### src/pts_pkg.sv
// Constants, register map and mode type of the reference pulse tracking supervisor
package pts_pkg;
    localparam int          ADDR_W          = 8;
    localparam int          DATA_W          = 32;
    localparam int          FW              = 16;
    localparam int          TCW             = 20;
    localparam int          IW              = 24;
    localparam int          OFS_W           = 8;
    localparam int          IRQ_W           = 4;
    localparam int          NV_DEPTH        = 16;
    localparam int          NV_AW           = 4;

    localparam logic [7:0]  OFS_CTRL        = 8'h00;
    localparam logic [7:0]  OFS_STATUS      = 8'h04;
    localparam logic [7:0]  OFS_FREQ_CMD    = 8'h08;
    localparam logic [7:0]  OFS_FREQ_USE    = 8'h0c;
    localparam logic [7:0]  OFS_TC          = 8'h10;
    localparam logic [7:0]  OFS_ALARM_WIN   = 8'h14;
    localparam logic [7:0]  OFS_TRACK_WIN   = 8'h18;
    localparam logic [7:0]  OFS_FREQ_LIM    = 8'h1c;
    localparam logic [7:0]  OFS_PH_OFS      = 8'h20;
    localparam logic [7:0]  OFS_CFG06       = 8'h24;
    localparam logic [7:0]  OFS_INT_STAT    = 8'h28;
    localparam logic [7:0]  OFS_INT_MASK    = 8'h2c;

    localparam int          CTRL_START_BIT  = 0;
    localparam int          CTRL_STOP_BIT   = 1;
    localparam int          CTRL_AUTO_BIT   = 2;
    localparam int          CFG_RESTART_BIT = 2;
    localparam logic [3:0]  NV_FREQ_IDX     = 4'h0;
    localparam logic [3:0]  NV_CFG06_IDX    = 4'h6;

    localparam int          IRQ_ALARM       = 0;
    localparam int          IRQ_TRACK_LOST  = 1;
    localparam int          IRQ_LIMIT_ERR   = 2;
    localparam int          IRQ_CMD_REJECT  = 3;

    localparam logic [15:0] WIN_DEF_NS      = 16'h0fa0;
    localparam logic [15:0] FREQ_LIM_DEF    = 16'h7ffd;
    localparam logic [19:0] TC_AUTO_TARGET_S = 20'h003e8;
    localparam logic [19:0] TC_RESET_S      = 20'h003e8;
    localparam logic [19:0] TC_STEP_S       = 20'h00001;
    localparam logic [7:0]  CFG06_RESET     = 8'h00;
    localparam int          HOLD_AVG_SHIFT  = 4;

    localparam logic [2:0]  STAT_FREE       = 3'h1;
    localparam logic [2:0]  STAT_TRACK      = 3'h3;
    localparam logic [2:0]  STAT_HOLD       = 3'h4;
    localparam logic [2:0]  STAT_STUCK      = 3'h5;

    localparam int          REF_TIMEOUT_MS  = 1500;
    localparam int          CLK_KHZ         = 100000;
    localparam int unsigned REF_TIMEOUT_CYC = REF_TIMEOUT_MS * CLK_KHZ;

    typedef enum logic [1:0] {
        PTS_FREE  = 2'b00,
        PTS_TRACK = 2'b01,
        PTS_HOLD  = 2'b11,
        PTS_STUCK = 2'b10
    } pts_mode_e;
endpackage

### src/pts_nv_mem.sv
// Small parameter store standing in for the nonvolatile memory
`timescale 1ns/10ps
module pts_nv_mem #(
    parameter int DW    = 16,
    parameter int DEPTH = 16,
    parameter int AW    = 4
) (
    input  wire logic          clk_in,
    input  wire logic          srst_in,
    input  wire logic          wr_en_in,
    input  wire logic [AW-1:0] wr_addr_in,
    input  wire logic [DW-1:0] wr_data_in,
    input  wire logic [AW-1:0] rd_addr_in,
    output logic      [DW-1:0] rd_data_out
);
    logic [DW-1:0] mem_r [DEPTH];

    // Cleared by reset so simulation never reads unknown contents
    always_ff @(posedge clk_in) begin
        if (srst_in) begin
            for (int i = 0; i < DEPTH; i++) begin
                mem_r[i] <= '0;
            end
            rd_data_out <= '0;
        end else begin
            if (wr_en_in) begin
                mem_r[wr_addr_in] <= wr_data_in;
            end
            rd_data_out <= mem_r[rd_addr_in];
        end
    end
endmodule // pts_nv_mem

### src/pts_supervisor.sv
// Reference pulse tracking supervisor with register port and interrupt
//
// Strobed register access and the register addresses were chosen for this implementation.
`timescale 1ns/10ps
module pts_supervisor #(
    parameter int unsigned REF_TIMEOUT_CYC = pts_pkg::REF_TIMEOUT_CYC
) (
    input  wire logic                       clk_in,
    input  wire logic                       srst_in,
    input  wire logic [pts_pkg::ADDR_W-1:0] addr_in,
    input  wire logic [pts_pkg::DATA_W-1:0] wr_data_in,
    input  wire logic                       wr_in,
    input  wire logic                       rd_in,
    output logic      [pts_pkg::DATA_W-1:0] rd_data_out,
    input  wire logic                       reference_pulse_in,
    input  wire logic signed [15:0]         phase_err_in,
    input  wire logic                       noise_valid_in,
    input  wire logic [pts_pkg::TCW-1:0]    noise_tc_in,
    output logic signed [pts_pkg::FW:0]     freq_word_out,
    output logic signed [pts_pkg::OFS_W-1:0] fine_offset_out,
    output logic [pts_pkg::TCW-1:0]         loop_tc_out,
    output logic                            alarm_out,
    output logic                            tracking_out,
    output logic [2:0]                      status_out,
    output logic                            irq_out
);
    localparam int FW  = pts_pkg::FW;
    localparam int IW  = pts_pkg::IW;
    localparam int TCW = pts_pkg::TCW;

    function automatic logic [4:0] msb_idx(input logic [TCW-1:0] v);
        logic [4:0] r;
        r = 5'h00;
        for (int i = 0; i < TCW; i++) begin
            if (v[i]) begin
                r = 5'(i);
            end
        end
        return r;
    endfunction

    function automatic logic signed [IW-1:0] clamp(input logic signed [IW-1:0] v,
                                                   input logic [15:0] lim);
        logic signed [IW-1:0] l;
        l = signed'({8'h00, lim});
        if (v > l) begin
            return l;
        end else if (v < -l) begin
            return -l;
        end
        return v;
    endfunction

    pts_pkg::pts_mode_e          mode_r, mode_nxt;
    logic signed [FW-1:0]        center_r;
    logic signed [FW:0]          freq_r, freq_nxt;
    logic signed [FW:0]          hold_r, hold_nxt;
    logic signed [IW-1:0]        integ_r, integ_nxt;
    logic [TCW-1:0]              tc_r, tc_nxt, tc_user_r;
    logic                        auto_r;
    logic [15:0]                 awin_r, twin_r, flim_r;
    logic signed [7:0]           ofs_r;
    logic [7:0]                  cfg06_r;
    logic [pts_pkg::IRQ_W-1:0]   int_stat_r, int_mask_r, events;
    logic                        alarm_r, alarm_nxt, limit_r, limit_nxt;
    logic [31:0]                 tmo_cnt_r;
    logic                        boot_r, boot_ld_r;
    logic [FW-1:0]               nv_rd;
    logic [pts_pkg::DATA_W-1:0]  rd_mux;

    // Bus decode
    wire wr_ctrl  = wr_in && (addr_in == pts_pkg::OFS_CTRL);
    wire wr_fcmd  = wr_in && (addr_in == pts_pkg::OFS_FREQ_CMD);
    wire wr_tc    = wr_in && (addr_in == pts_pkg::OFS_TC);
    wire wr_awin  = wr_in && (addr_in == pts_pkg::OFS_ALARM_WIN);
    wire wr_twin  = wr_in && (addr_in == pts_pkg::OFS_TRACK_WIN);
    wire wr_flim  = wr_in && (addr_in == pts_pkg::OFS_FREQ_LIM);
    wire wr_ofs   = wr_in && (addr_in == pts_pkg::OFS_PH_OFS);
    wire wr_cfg   = wr_in && (addr_in == pts_pkg::OFS_CFG06);
    wire wr_istat = wr_in && (addr_in == pts_pkg::OFS_INT_STAT);
    wire wr_imask = wr_in && (addr_in == pts_pkg::OFS_INT_MASK);
    wire do_stop  = wr_ctrl && wr_data_in[pts_pkg::CTRL_STOP_BIT];
    wire do_start = wr_ctrl && wr_data_in[pts_pkg::CTRL_START_BIT] && !do_stop;
    wire fcmd_ok  = wr_fcmd && (mode_r == pts_pkg::PTS_FREE);
    wire restart  = cfg06_r[pts_pkg::CFG_RESTART_BIT];

    // Phase error with fine offset applied, and window tests
    wire signed [FW:0] err = {phase_err_in[15], phase_err_in} + {{9{ofs_r[7]}}, ofs_r};
    wire [FW:0]   err_abs   = err[FW] ? 17'(-err) : 17'(err);
    wire          alarm_hit = err_abs > {1'b0, awin_r};
    wire          stop_hit  = err_abs > {1'b0, twin_r};
    wire          ref_lost  = (mode_r == pts_pkg::PTS_TRACK) && (tmo_cnt_r >= REF_TIMEOUT_CYC - 1);
    // Narrowing only: a larger value than the default is ignored
    wire [15:0]   lim_eff   = (flim_r < pts_pkg::FREQ_LIM_DEF) ? flim_r : pts_pkg::FREQ_LIM_DEF;
    wire [4:0]    ishift    = msb_idx(tc_r);
    wire [4:0]    pshift    = msb_idx(tc_r) >> 1;
    wire signed [IW-1:0] err_w   = IW'(err);
    wire signed [IW-1:0] integ_s = clamp(integ_r + (err_w >>> ishift), lim_eff);
    wire signed [IW-1:0] corr    = clamp(integ_s + (err_w >>> pshift), lim_eff);
    wire          at_lim    = (corr == signed'({8'h00, lim_eff})) ||
                              (corr == -signed'({8'h00, lim_eff}));
    wire signed [FW:0]   center_x = {center_r[FW-1], center_r};
    wire signed [FW:0]   freq_trk = center_x + corr[FW:0];
    wire signed [FW+1:0] hold_d   = {freq_r[FW], freq_r} - {hold_r[FW], hold_r};
    wire signed [FW+1:0] hold_s   = hold_d >>> pts_pkg::HOLD_AVG_SHIFT;
    wire [FW-1:0] nv_wdata  = wr_cfg ? {8'h00, wr_data_in[7:0]} : wr_data_in[FW-1:0];
    wire [3:0]    nv_waddr  = wr_cfg ? pts_pkg::NV_CFG06_IDX : pts_pkg::NV_FREQ_IDX;

    pts_nv_mem #(
        .DW    (FW),
        .DEPTH (pts_pkg::NV_DEPTH),
        .AW    (pts_pkg::NV_AW)
    ) u_nv (
        .clk_in      (clk_in),
        .srst_in     (srst_in),
        .wr_en_in    (fcmd_ok || wr_cfg),
        .wr_addr_in  (nv_waddr),
        .wr_data_in  (nv_wdata),
        .rd_addr_in  (pts_pkg::NV_FREQ_IDX),
        .rd_data_out (nv_rd)
    );

    // Mode sequencing and loop arithmetic
    always_comb begin
        mode_nxt  = mode_r;
        freq_nxt  = freq_r;
        hold_nxt  = hold_r;
        integ_nxt = integ_r;
        alarm_nxt = alarm_r;
        limit_nxt = limit_r;
        events    = '0;
        if (wr_fcmd && !fcmd_ok) begin
            events[pts_pkg::IRQ_CMD_REJECT] = 1'b1;
        end
        if (do_stop) begin
            mode_nxt  = pts_pkg::PTS_FREE;
            freq_nxt  = center_x;
            alarm_nxt = 1'b0;
            limit_nxt = 1'b0;
        end else if (do_start) begin
            // A fresh start is also the way out of status 5
            mode_nxt  = pts_pkg::PTS_TRACK;
            freq_nxt  = center_x;
            hold_nxt  = center_x;
            integ_nxt = '0;
        end else if (fcmd_ok) begin
            freq_nxt = {wr_data_in[FW-1], wr_data_in[FW-1:0]};
        end else begin
            case (mode_r)
                pts_pkg::PTS_TRACK: begin
                    if (reference_pulse_in) begin
                        alarm_nxt = alarm_hit;
                        if (alarm_hit && !alarm_r) begin
                            events[pts_pkg::IRQ_ALARM] = 1'b1;
                        end
                        if (stop_hit) begin
                            mode_nxt = restart ? pts_pkg::PTS_HOLD : pts_pkg::PTS_STUCK;
                            freq_nxt = hold_r;
                            events[pts_pkg::IRQ_TRACK_LOST] = 1'b1;
                        end else begin
                            integ_nxt = integ_s;
                            freq_nxt  = freq_trk;
                            hold_nxt  = hold_r + hold_s[FW:0];
                            limit_nxt = at_lim;
                            if (at_lim && alarm_hit) begin
                                events[pts_pkg::IRQ_LIMIT_ERR] = 1'b1;
                            end
                        end
                    end else if (ref_lost) begin
                        mode_nxt = restart ? pts_pkg::PTS_HOLD : pts_pkg::PTS_STUCK;
                        freq_nxt = hold_r;
                        events[pts_pkg::IRQ_TRACK_LOST] = 1'b1;
                    end
                end
                pts_pkg::PTS_HOLD: begin
                    if (reference_pulse_in && !stop_hit && restart) begin
                        mode_nxt  = pts_pkg::PTS_TRACK;
                        integ_nxt = '0;
                        alarm_nxt = alarm_hit;
                    end
                end
                default: begin
                end
            endcase
        end
    end

    // Time constant: forced, from noise data, or crawling toward 1000 s
    always_comb begin
        tc_nxt = tc_r;
        if (!auto_r) begin
            tc_nxt = tc_user_r;
        end else if (reference_pulse_in) begin
            if (noise_valid_in) begin
                tc_nxt = noise_tc_in;
            end else if (tc_r < pts_pkg::TC_AUTO_TARGET_S) begin
                tc_nxt = tc_r + pts_pkg::TC_STEP_S;
            end else if (tc_r > pts_pkg::TC_AUTO_TARGET_S) begin
                tc_nxt = tc_r - pts_pkg::TC_STEP_S;
            end
        end
    end

    // Register read selection; unmapped offsets read zero
    always_comb begin
        if (addr_in == pts_pkg::OFS_CTRL) begin
            rd_mux = {29'h0, auto_r, 2'b00};
        end else if (addr_in == pts_pkg::OFS_STATUS) begin
            rd_mux = {26'h0, limit_r, alarm_r, mode_r == pts_pkg::PTS_TRACK, status_out};
        end else if (addr_in == pts_pkg::OFS_FREQ_CMD) begin
            rd_mux = {{16{center_r[FW-1]}}, center_r};
        end else if (addr_in == pts_pkg::OFS_FREQ_USE) begin
            rd_mux = {{15{freq_r[FW]}}, freq_r};
        end else if (addr_in == pts_pkg::OFS_TC) begin
            rd_mux = {12'h000, tc_r};
        end else if (addr_in == pts_pkg::OFS_ALARM_WIN) begin
            rd_mux = {16'h0000, awin_r};
        end else if (addr_in == pts_pkg::OFS_TRACK_WIN) begin
            rd_mux = {16'h0000, twin_r};
        end else if (addr_in == pts_pkg::OFS_FREQ_LIM) begin
            rd_mux = {16'h0000, flim_r};
        end else if (addr_in == pts_pkg::OFS_PH_OFS) begin
            rd_mux = {{24{ofs_r[7]}}, ofs_r};
        end else if (addr_in == pts_pkg::OFS_CFG06) begin
            rd_mux = {24'h000000, cfg06_r};
        end else if (addr_in == pts_pkg::OFS_INT_STAT) begin
            rd_mux = {28'h0, int_stat_r};
        end else if (addr_in == pts_pkg::OFS_INT_MASK) begin
            rd_mux = {28'h0, int_mask_r};
        end else begin
            rd_mux = '0;
        end
    end

    always_ff @(posedge clk_in) begin
        if (srst_in) begin
            mode_r  <= pts_pkg::PTS_FREE;
            freq_r  <= '0;
            hold_r  <= '0;
            integ_r <= '0;
            alarm_r <= 1'b0;
            limit_r <= 1'b0;
            tc_r    <= pts_pkg::TC_RESET_S;
        end else begin
            mode_r  <= mode_nxt;
            freq_r  <= boot_ld_r ? {nv_rd[FW-1], nv_rd} : freq_nxt;
            hold_r  <= hold_nxt;
            integ_r <= integ_nxt;
            alarm_r <= alarm_nxt;
            limit_r <= limit_nxt;
            tc_r    <= tc_nxt;
        end
    end

    // Software settings and power-on copy of the stored frequency
    always_ff @(posedge clk_in) begin
        if (srst_in) begin
            center_r  <= '0;
            tc_user_r <= pts_pkg::TC_RESET_S;
            auto_r    <= 1'b1;
            awin_r    <= pts_pkg::WIN_DEF_NS;
            twin_r    <= pts_pkg::WIN_DEF_NS;
            flim_r    <= pts_pkg::FREQ_LIM_DEF;
            ofs_r     <= '0;
            cfg06_r   <= pts_pkg::CFG06_RESET;
            boot_r    <= 1'b1;
            boot_ld_r <= 1'b0;
        end else begin
            boot_r    <= 1'b0;
            boot_ld_r <= boot_r;
            if (boot_ld_r) begin
                center_r <= signed'(nv_rd);
            end else if (fcmd_ok) begin
                center_r <= signed'(wr_data_in[FW-1:0]);
            end
            if (wr_tc) begin
                tc_user_r <= wr_data_in[TCW-1:0];
                auto_r    <= 1'b0;
            end else if (wr_ctrl) begin
                auto_r <= wr_data_in[pts_pkg::CTRL_AUTO_BIT];
            end
            if (wr_awin) awin_r <= wr_data_in[15:0];
            if (wr_twin) twin_r <= wr_data_in[15:0];
            if (wr_flim) flim_r <= wr_data_in[15:0];
            if (wr_ofs) ofs_r <= signed'(wr_data_in[7:0]);
            if (wr_cfg) cfg06_r <= wr_data_in[7:0];
        end
    end

    // Interrupt status: a new event wins over a same-cycle clear
    always_ff @(posedge clk_in) begin
        if (srst_in) begin
            int_stat_r <= '0;
            int_mask_r <= '0;
            tmo_cnt_r  <= '0;
        end else begin
            int_stat_r <= (int_stat_r & ~(wr_istat ? wr_data_in[3:0] : 4'h0)) | events;
            if (wr_imask) int_mask_r <= wr_data_in[3:0];
            tmo_cnt_r <= (reference_pulse_in || mode_nxt != pts_pkg::PTS_TRACK) ? 32'h0
                                                                              : tmo_cnt_r + 32'h1;
        end
    end

    always_ff @(posedge clk_in) begin
        if (srst_in) begin
            rd_data_out     <= '0;
            freq_word_out   <= '0;
            fine_offset_out <= '0;
            loop_tc_out     <= pts_pkg::TC_RESET_S;
            alarm_out       <= 1'b0;
            tracking_out    <= 1'b0;
            status_out      <= pts_pkg::STAT_FREE;
            irq_out         <= 1'b0;
        end else begin
            rd_data_out     <= rd_in ? rd_mux : '0;
            freq_word_out   <= freq_r;
            fine_offset_out <= ofs_r;
            loop_tc_out     <= tc_r;
            alarm_out       <= alarm_nxt;
            tracking_out    <= mode_nxt == pts_pkg::PTS_TRACK;
            status_out      <= (mode_nxt == pts_pkg::PTS_TRACK) ? pts_pkg::STAT_TRACK :
                               (mode_nxt == pts_pkg::PTS_HOLD)  ? pts_pkg::STAT_HOLD  :
                               (mode_nxt == pts_pkg::PTS_STUCK) ? pts_pkg::STAT_STUCK :
                                                                  pts_pkg::STAT_FREE;
            irq_out         <= |((int_stat_r | events) & int_mask_r);
        end
    end

    wire signed [FW+1:0] dev = {freq_r[FW], freq_r} - {center_x[FW], center_x};
    wire pulse_trk = reference_pulse_in && mode_r == pts_pkg::PTS_TRACK && !wr_ctrl && !wr_fcmd;
endmodule // pts_supervisor

### config.mk
export PLATFORM = sky130hd
export DESIGN_NAME = pts_supervisor
export DESIGN_NICKNAME = d
export VERILOG_FILES = /design/src/pts_pkg.sv /design/src/pts_nv_mem.sv /design/src/pts_supervisor.sv
export SDC_FILE = /design/constraint.sdc
export NUM_CORES = 1
export LEC_CHECK = 0
export ABC_CLOCK_PERIOD_IN_PS = 15600
export BUFFER_PORTS_ARGS = -buffer_cell sky130_fd_sc_hd__buf_4
export CAP_MARGIN = 30
export CORE_ASPECT_RATIO = 1.75
export CORE_UTILIZATION = 57
export DETAILED_ROUTE_END_ITERATION = 7
export HOLD_SLACK_MARGIN = 0.03
export PLACE_DENSITY = 0.81
export SLEW_MARGIN = 20
export SYNTH_ARGS = -nofsm -noshare
export SYNTH_HDL_FRONTEND = slang
export SYNTH_SLANG_ARGS = --single-unit
### constraint.sdc
create_clock -name clk_in -period 15.6 [get_ports clk_in]
set_input_delay 0.78 -clock clk_in [delete_from_list [all_inputs] [get_ports clk_in]]
set_output_delay 0.78 -clock clk_in [all_outputs]
set_load 0.01 [all_outputs]
==> flow_metrics.env <==
export IMPL_run_status="complete, but fails checks"
export IMPL_violations="DRC"
export IMPL_first_iter_violations=2959
export IMPL_worst_r2r_path_depth=72
export IMPL_root_buffer="clkbuf_16"
export IMPL_slew_headroom=0.356
export IMPL_route_detailed_drc=1
export IMPL_synth_top_area_share=0.246
export IMPL_grt_max_degree=106
export IMPL_hold_path_class="flip-flop to flip-flop"
export IMPL_fmax_mhz=66.5
export IMPL_placed_area_mm2=0.0297
export IMPL_ir_drop_mv=0.162
export IMPL_finalPower_uw=5070
export IMPL_whs_endpoint="u_nv.rd_data_out[8]$_SDFF_PP0_"
export IMPL_syn_inst=3319
export IMPL_arrival_ns=15.44
export IMPL_antenna_found_initial=1
export IMPL_die_area_mm2=0.0454
export IMPL_cts_tree="done"
export IMPL_drive_above_1_share=0.193
export IMPL_regToRegSetupSlack_ns=0.61
export IMPL_cp_slowest_stage_delay_ns=0.58
export IMPL_synth_seq_cells=327
export IMPL_drv_cap=0
export IMPL_clkLatencyLatePin_ns=0.54
export IMPL_netlist_area_mm2=0.0253
export IMPL_synth_top_cell_by_area="dfxtp_1"
export IMPL_numPortBuffers=152
export IMPL_critPathKind="input port to flip-flop"
export IMPL_p_per_area_mw_per_mm2=163
export IMPL_dr_total_vias=28372
export IMPL_r2r_start="ofs_r[0]$_SDFFE_PP0P_"
export IMPL_rows=101
export IMPL_timing_rr_end="freq_r[16]$_SDFFE_PP0P_"
export IMPL_grt_total_usage=0.442
export IMPL_drt_total_wl_um=103000
export IMPL_ios=165
export IMPL_die_w_um=161
export IMPL_initial_core_util=0.581
export IMPL_ys_flop_type="dfxtp_1"
export IMPL_cp_required_ns=16.02
export IMPL_worstSetupStartpointType="input port"
export IMPL_yosysSeqAreaShare=0.265
export IMPL_routabilityCongestion=1.09
export IMPL_synth_edf_count=16
export IMPL_end_kind="flip-flop"
export IMPL_worst_slack_ns=0.572
export IMPL_crit_path_top_delay_cell="xor2_1"
export IMPL_hpwlAfterDp_um=77300
export IMPL_final_cell_area_mm2=0.0310
export IMPL_min_from="u_nv.mem_r[0][8]$_SDFFCE_PP0P_"
export IMPL_cp_max_fo=23
export IMPL_cp_startpoint="phase_err_in[0]"
export IMPL_synthTopCellsByArea="dfxtp_1 (25%), ha_1 (12%), a21oi_1 (6.6%)"
export IMPL_core_mm2=0.0436
export IMPL_skew_ns=0.0170
export IMPL_final_core_util=0.712
export IMPL_maxSlewViolCount=0
export IMPL_setup_viol=0
export IMPL_cts_hold_buf=0
export IMPL_drtPass1Iterations=8
export IMPL_yosysUniqueCellTypes=88
export IMPL_final_cell_mix="buf_4 (569), nand2_1 (364), a21oi_1 (322)"
export IMPL_grt_pass1_vias=27913
export IMPL_viasPerCell=6.54
export IMPL_worst_slew_pin_slew_ns=0.962
export IMPL_numCtsBuffers=34
export IMPL_clock_path_buffers=3
export IMPL_p_leak_uw=0.0135
export IMPL_numClockSinks=327
export IMPL_wire_per_inst_um=23.6
export IMPL_synthArstFlopShare=0
export IMPL_nNetsFinal=4074
export IMPL_pre_cts_ws_ns=-0.952
export IMPL_clk_pin_slew_ns=0.06
export IMPL_grt_pass1_wl_um=154000
export IMPL_htreeDepth=2
export IMPL_fin_crit_ns=15.03
export IMPL_final_common_cell="buf_4"
export IMPL_syn_area_per_cell_um2=7.64
export IMPL_finalHoldViolations=0
export IMPL_final_period_utilization=0.963
export IMPL_ys_warn_count=0
export IMPL_grt_overflow_total=0
export IMPL_area_growth_pct=22.4
export IMPL_ant_nets=0
export IMPL_hold_depth=1
export IMPL_die_y_um=281
## through the flow
step	instances	TNS, ns	hold WS [ns]
2_1_floorplan	3320	0	0.414
3_5_place_dp	4272	-4.96	0.442
3_3_place_gp	4272	-1.12	0.424
5_1_grt	4336	-0.157	0.473
4_1_cts	4333	0	0.452
6_report	4341	0	0.447
## routing by layer
metal | GRT usage | wire length [um] | vias up
li1 | - | - | 12812
met1 | 0.448 | 34200 | 13253
met2 | 0.739 | 48000 | 1676
met3 | 0.0850 | 8280 | 631
met4 | 0.455 | 12100 | 0
met5 | 0 | 0 | -
## worst max-delay path, delay by kind of cell
kind	cells	cell delay (ns)
compound gates	41	6.70
xor+xnor	4	1.13
fa+ha+maj	8	2.62
buf+inv	7	0.93
mux	2	0.52
simple gates	11	2.73
## cell type report
| type | instances | area [um2] |
|---|---|---|
| clock buffers | 44 | 940 |
| fillers | 3468 | 12600 |
| flip-flops and latches | 327 | 6710 |
| inverters | 147 | 552 |
| repair buffers | 574 | 4350 |
| diodes | 5 | 12.5 |
| clock inverters | 16 | 163 |
| well taps | 566 | 708 |
| multi-input cells | 2662 | 17600 |
## registers in the layout (all words and copies together), names as in the netlist, 16 cells and up
signal and cells:
awin_r 16, center_r 16, flim_r 16, freq_r 17, freq_word_out 17, hold_r 17
integ_r 24, loop_tc_out 20, rd_data_out 21, tc_r 20, tc_user_r 20, tmo_cnt_r 32
twin_r 16, u_nv.mem_r 16, u_nv.rd_data_out 16
## kinds of logic (layout without fill, tap and decap cells)
kind of cell	after synthesis	in the layout	share of synthesized area
simple gates	1188	1188	0.224
flops	327	327	0.265
buf+inv	331	781	0.0511
other cells	1	7	0.000148
compound gates	980	980	0.249
fa+ha+maj	246	246	0.123
mux	57	57	0.0230
xor+xnor	189	189	0.0659
## synthesized netlist by cell type, drive strengths merged (10+ instances only)
cell type and n:
edfxtp 16, xor2 71, nor4 15, nor2 295
a22oi 29, buf 19, a22o 17, inv 145
dfxtp 311, o21bai 28, or3 19, o221ai 10
xnor2 117, nand4 44, a21oi 332, or2 22
nand2 366, o21ai 174, a31oi 36, clkbuf 165
a21boi 13, a211o 21, nand3b 26, and2 39
nor3 65, o21a 38, nand3 114, a311oi 10
nand2b 39, a211oi 64, and3 36, a21o 53
ha 240, mux2i 48, o31ai 10, o211ai 37
nor2b 76, a221oi 21
## worst max-delay path by stage
| stage | endpoint | cells after the start |
|---|---|---|
| after global routing | freq_r[16]$_SDFFE_PP0P_ | 79 |
| after detailed placement | freq_r[16]$_SDFFE_PP0P_ | 78 |
| after global placement | freq_r[16]$_SDFFE_PP0P_ | 79 |
| after floorplan | freq_r[16]$_SDFFE_PP0P_ | 77 |
| after CTS | freq_r[16]$_SDFFE_PP0P_ | 79 |
| final | freq_r[16]$_SDFFE_PP0P_ | 73 |
## where the power goes
part	internal (uW)	leakage, uW	switching, uW	total (uW)
Clock	452	0.000540	377	829
Combinational	1500	0.0102	1820	3330
Sequential	874	0.00269	42.0	916
Total	2830	0.0135	2240	5070
## what timing repair did
action                                  in CTS  in global routing
hold endpoints to repair                     0                  0
cloned                                       0                  0
setup buffers                                1                  1
gates resized for setup                      7                 48
pin swaps                                    1                 12
endpoints found under the setup margin       7                 11
No activity file was read; power rests on OpenSTA's default activity.
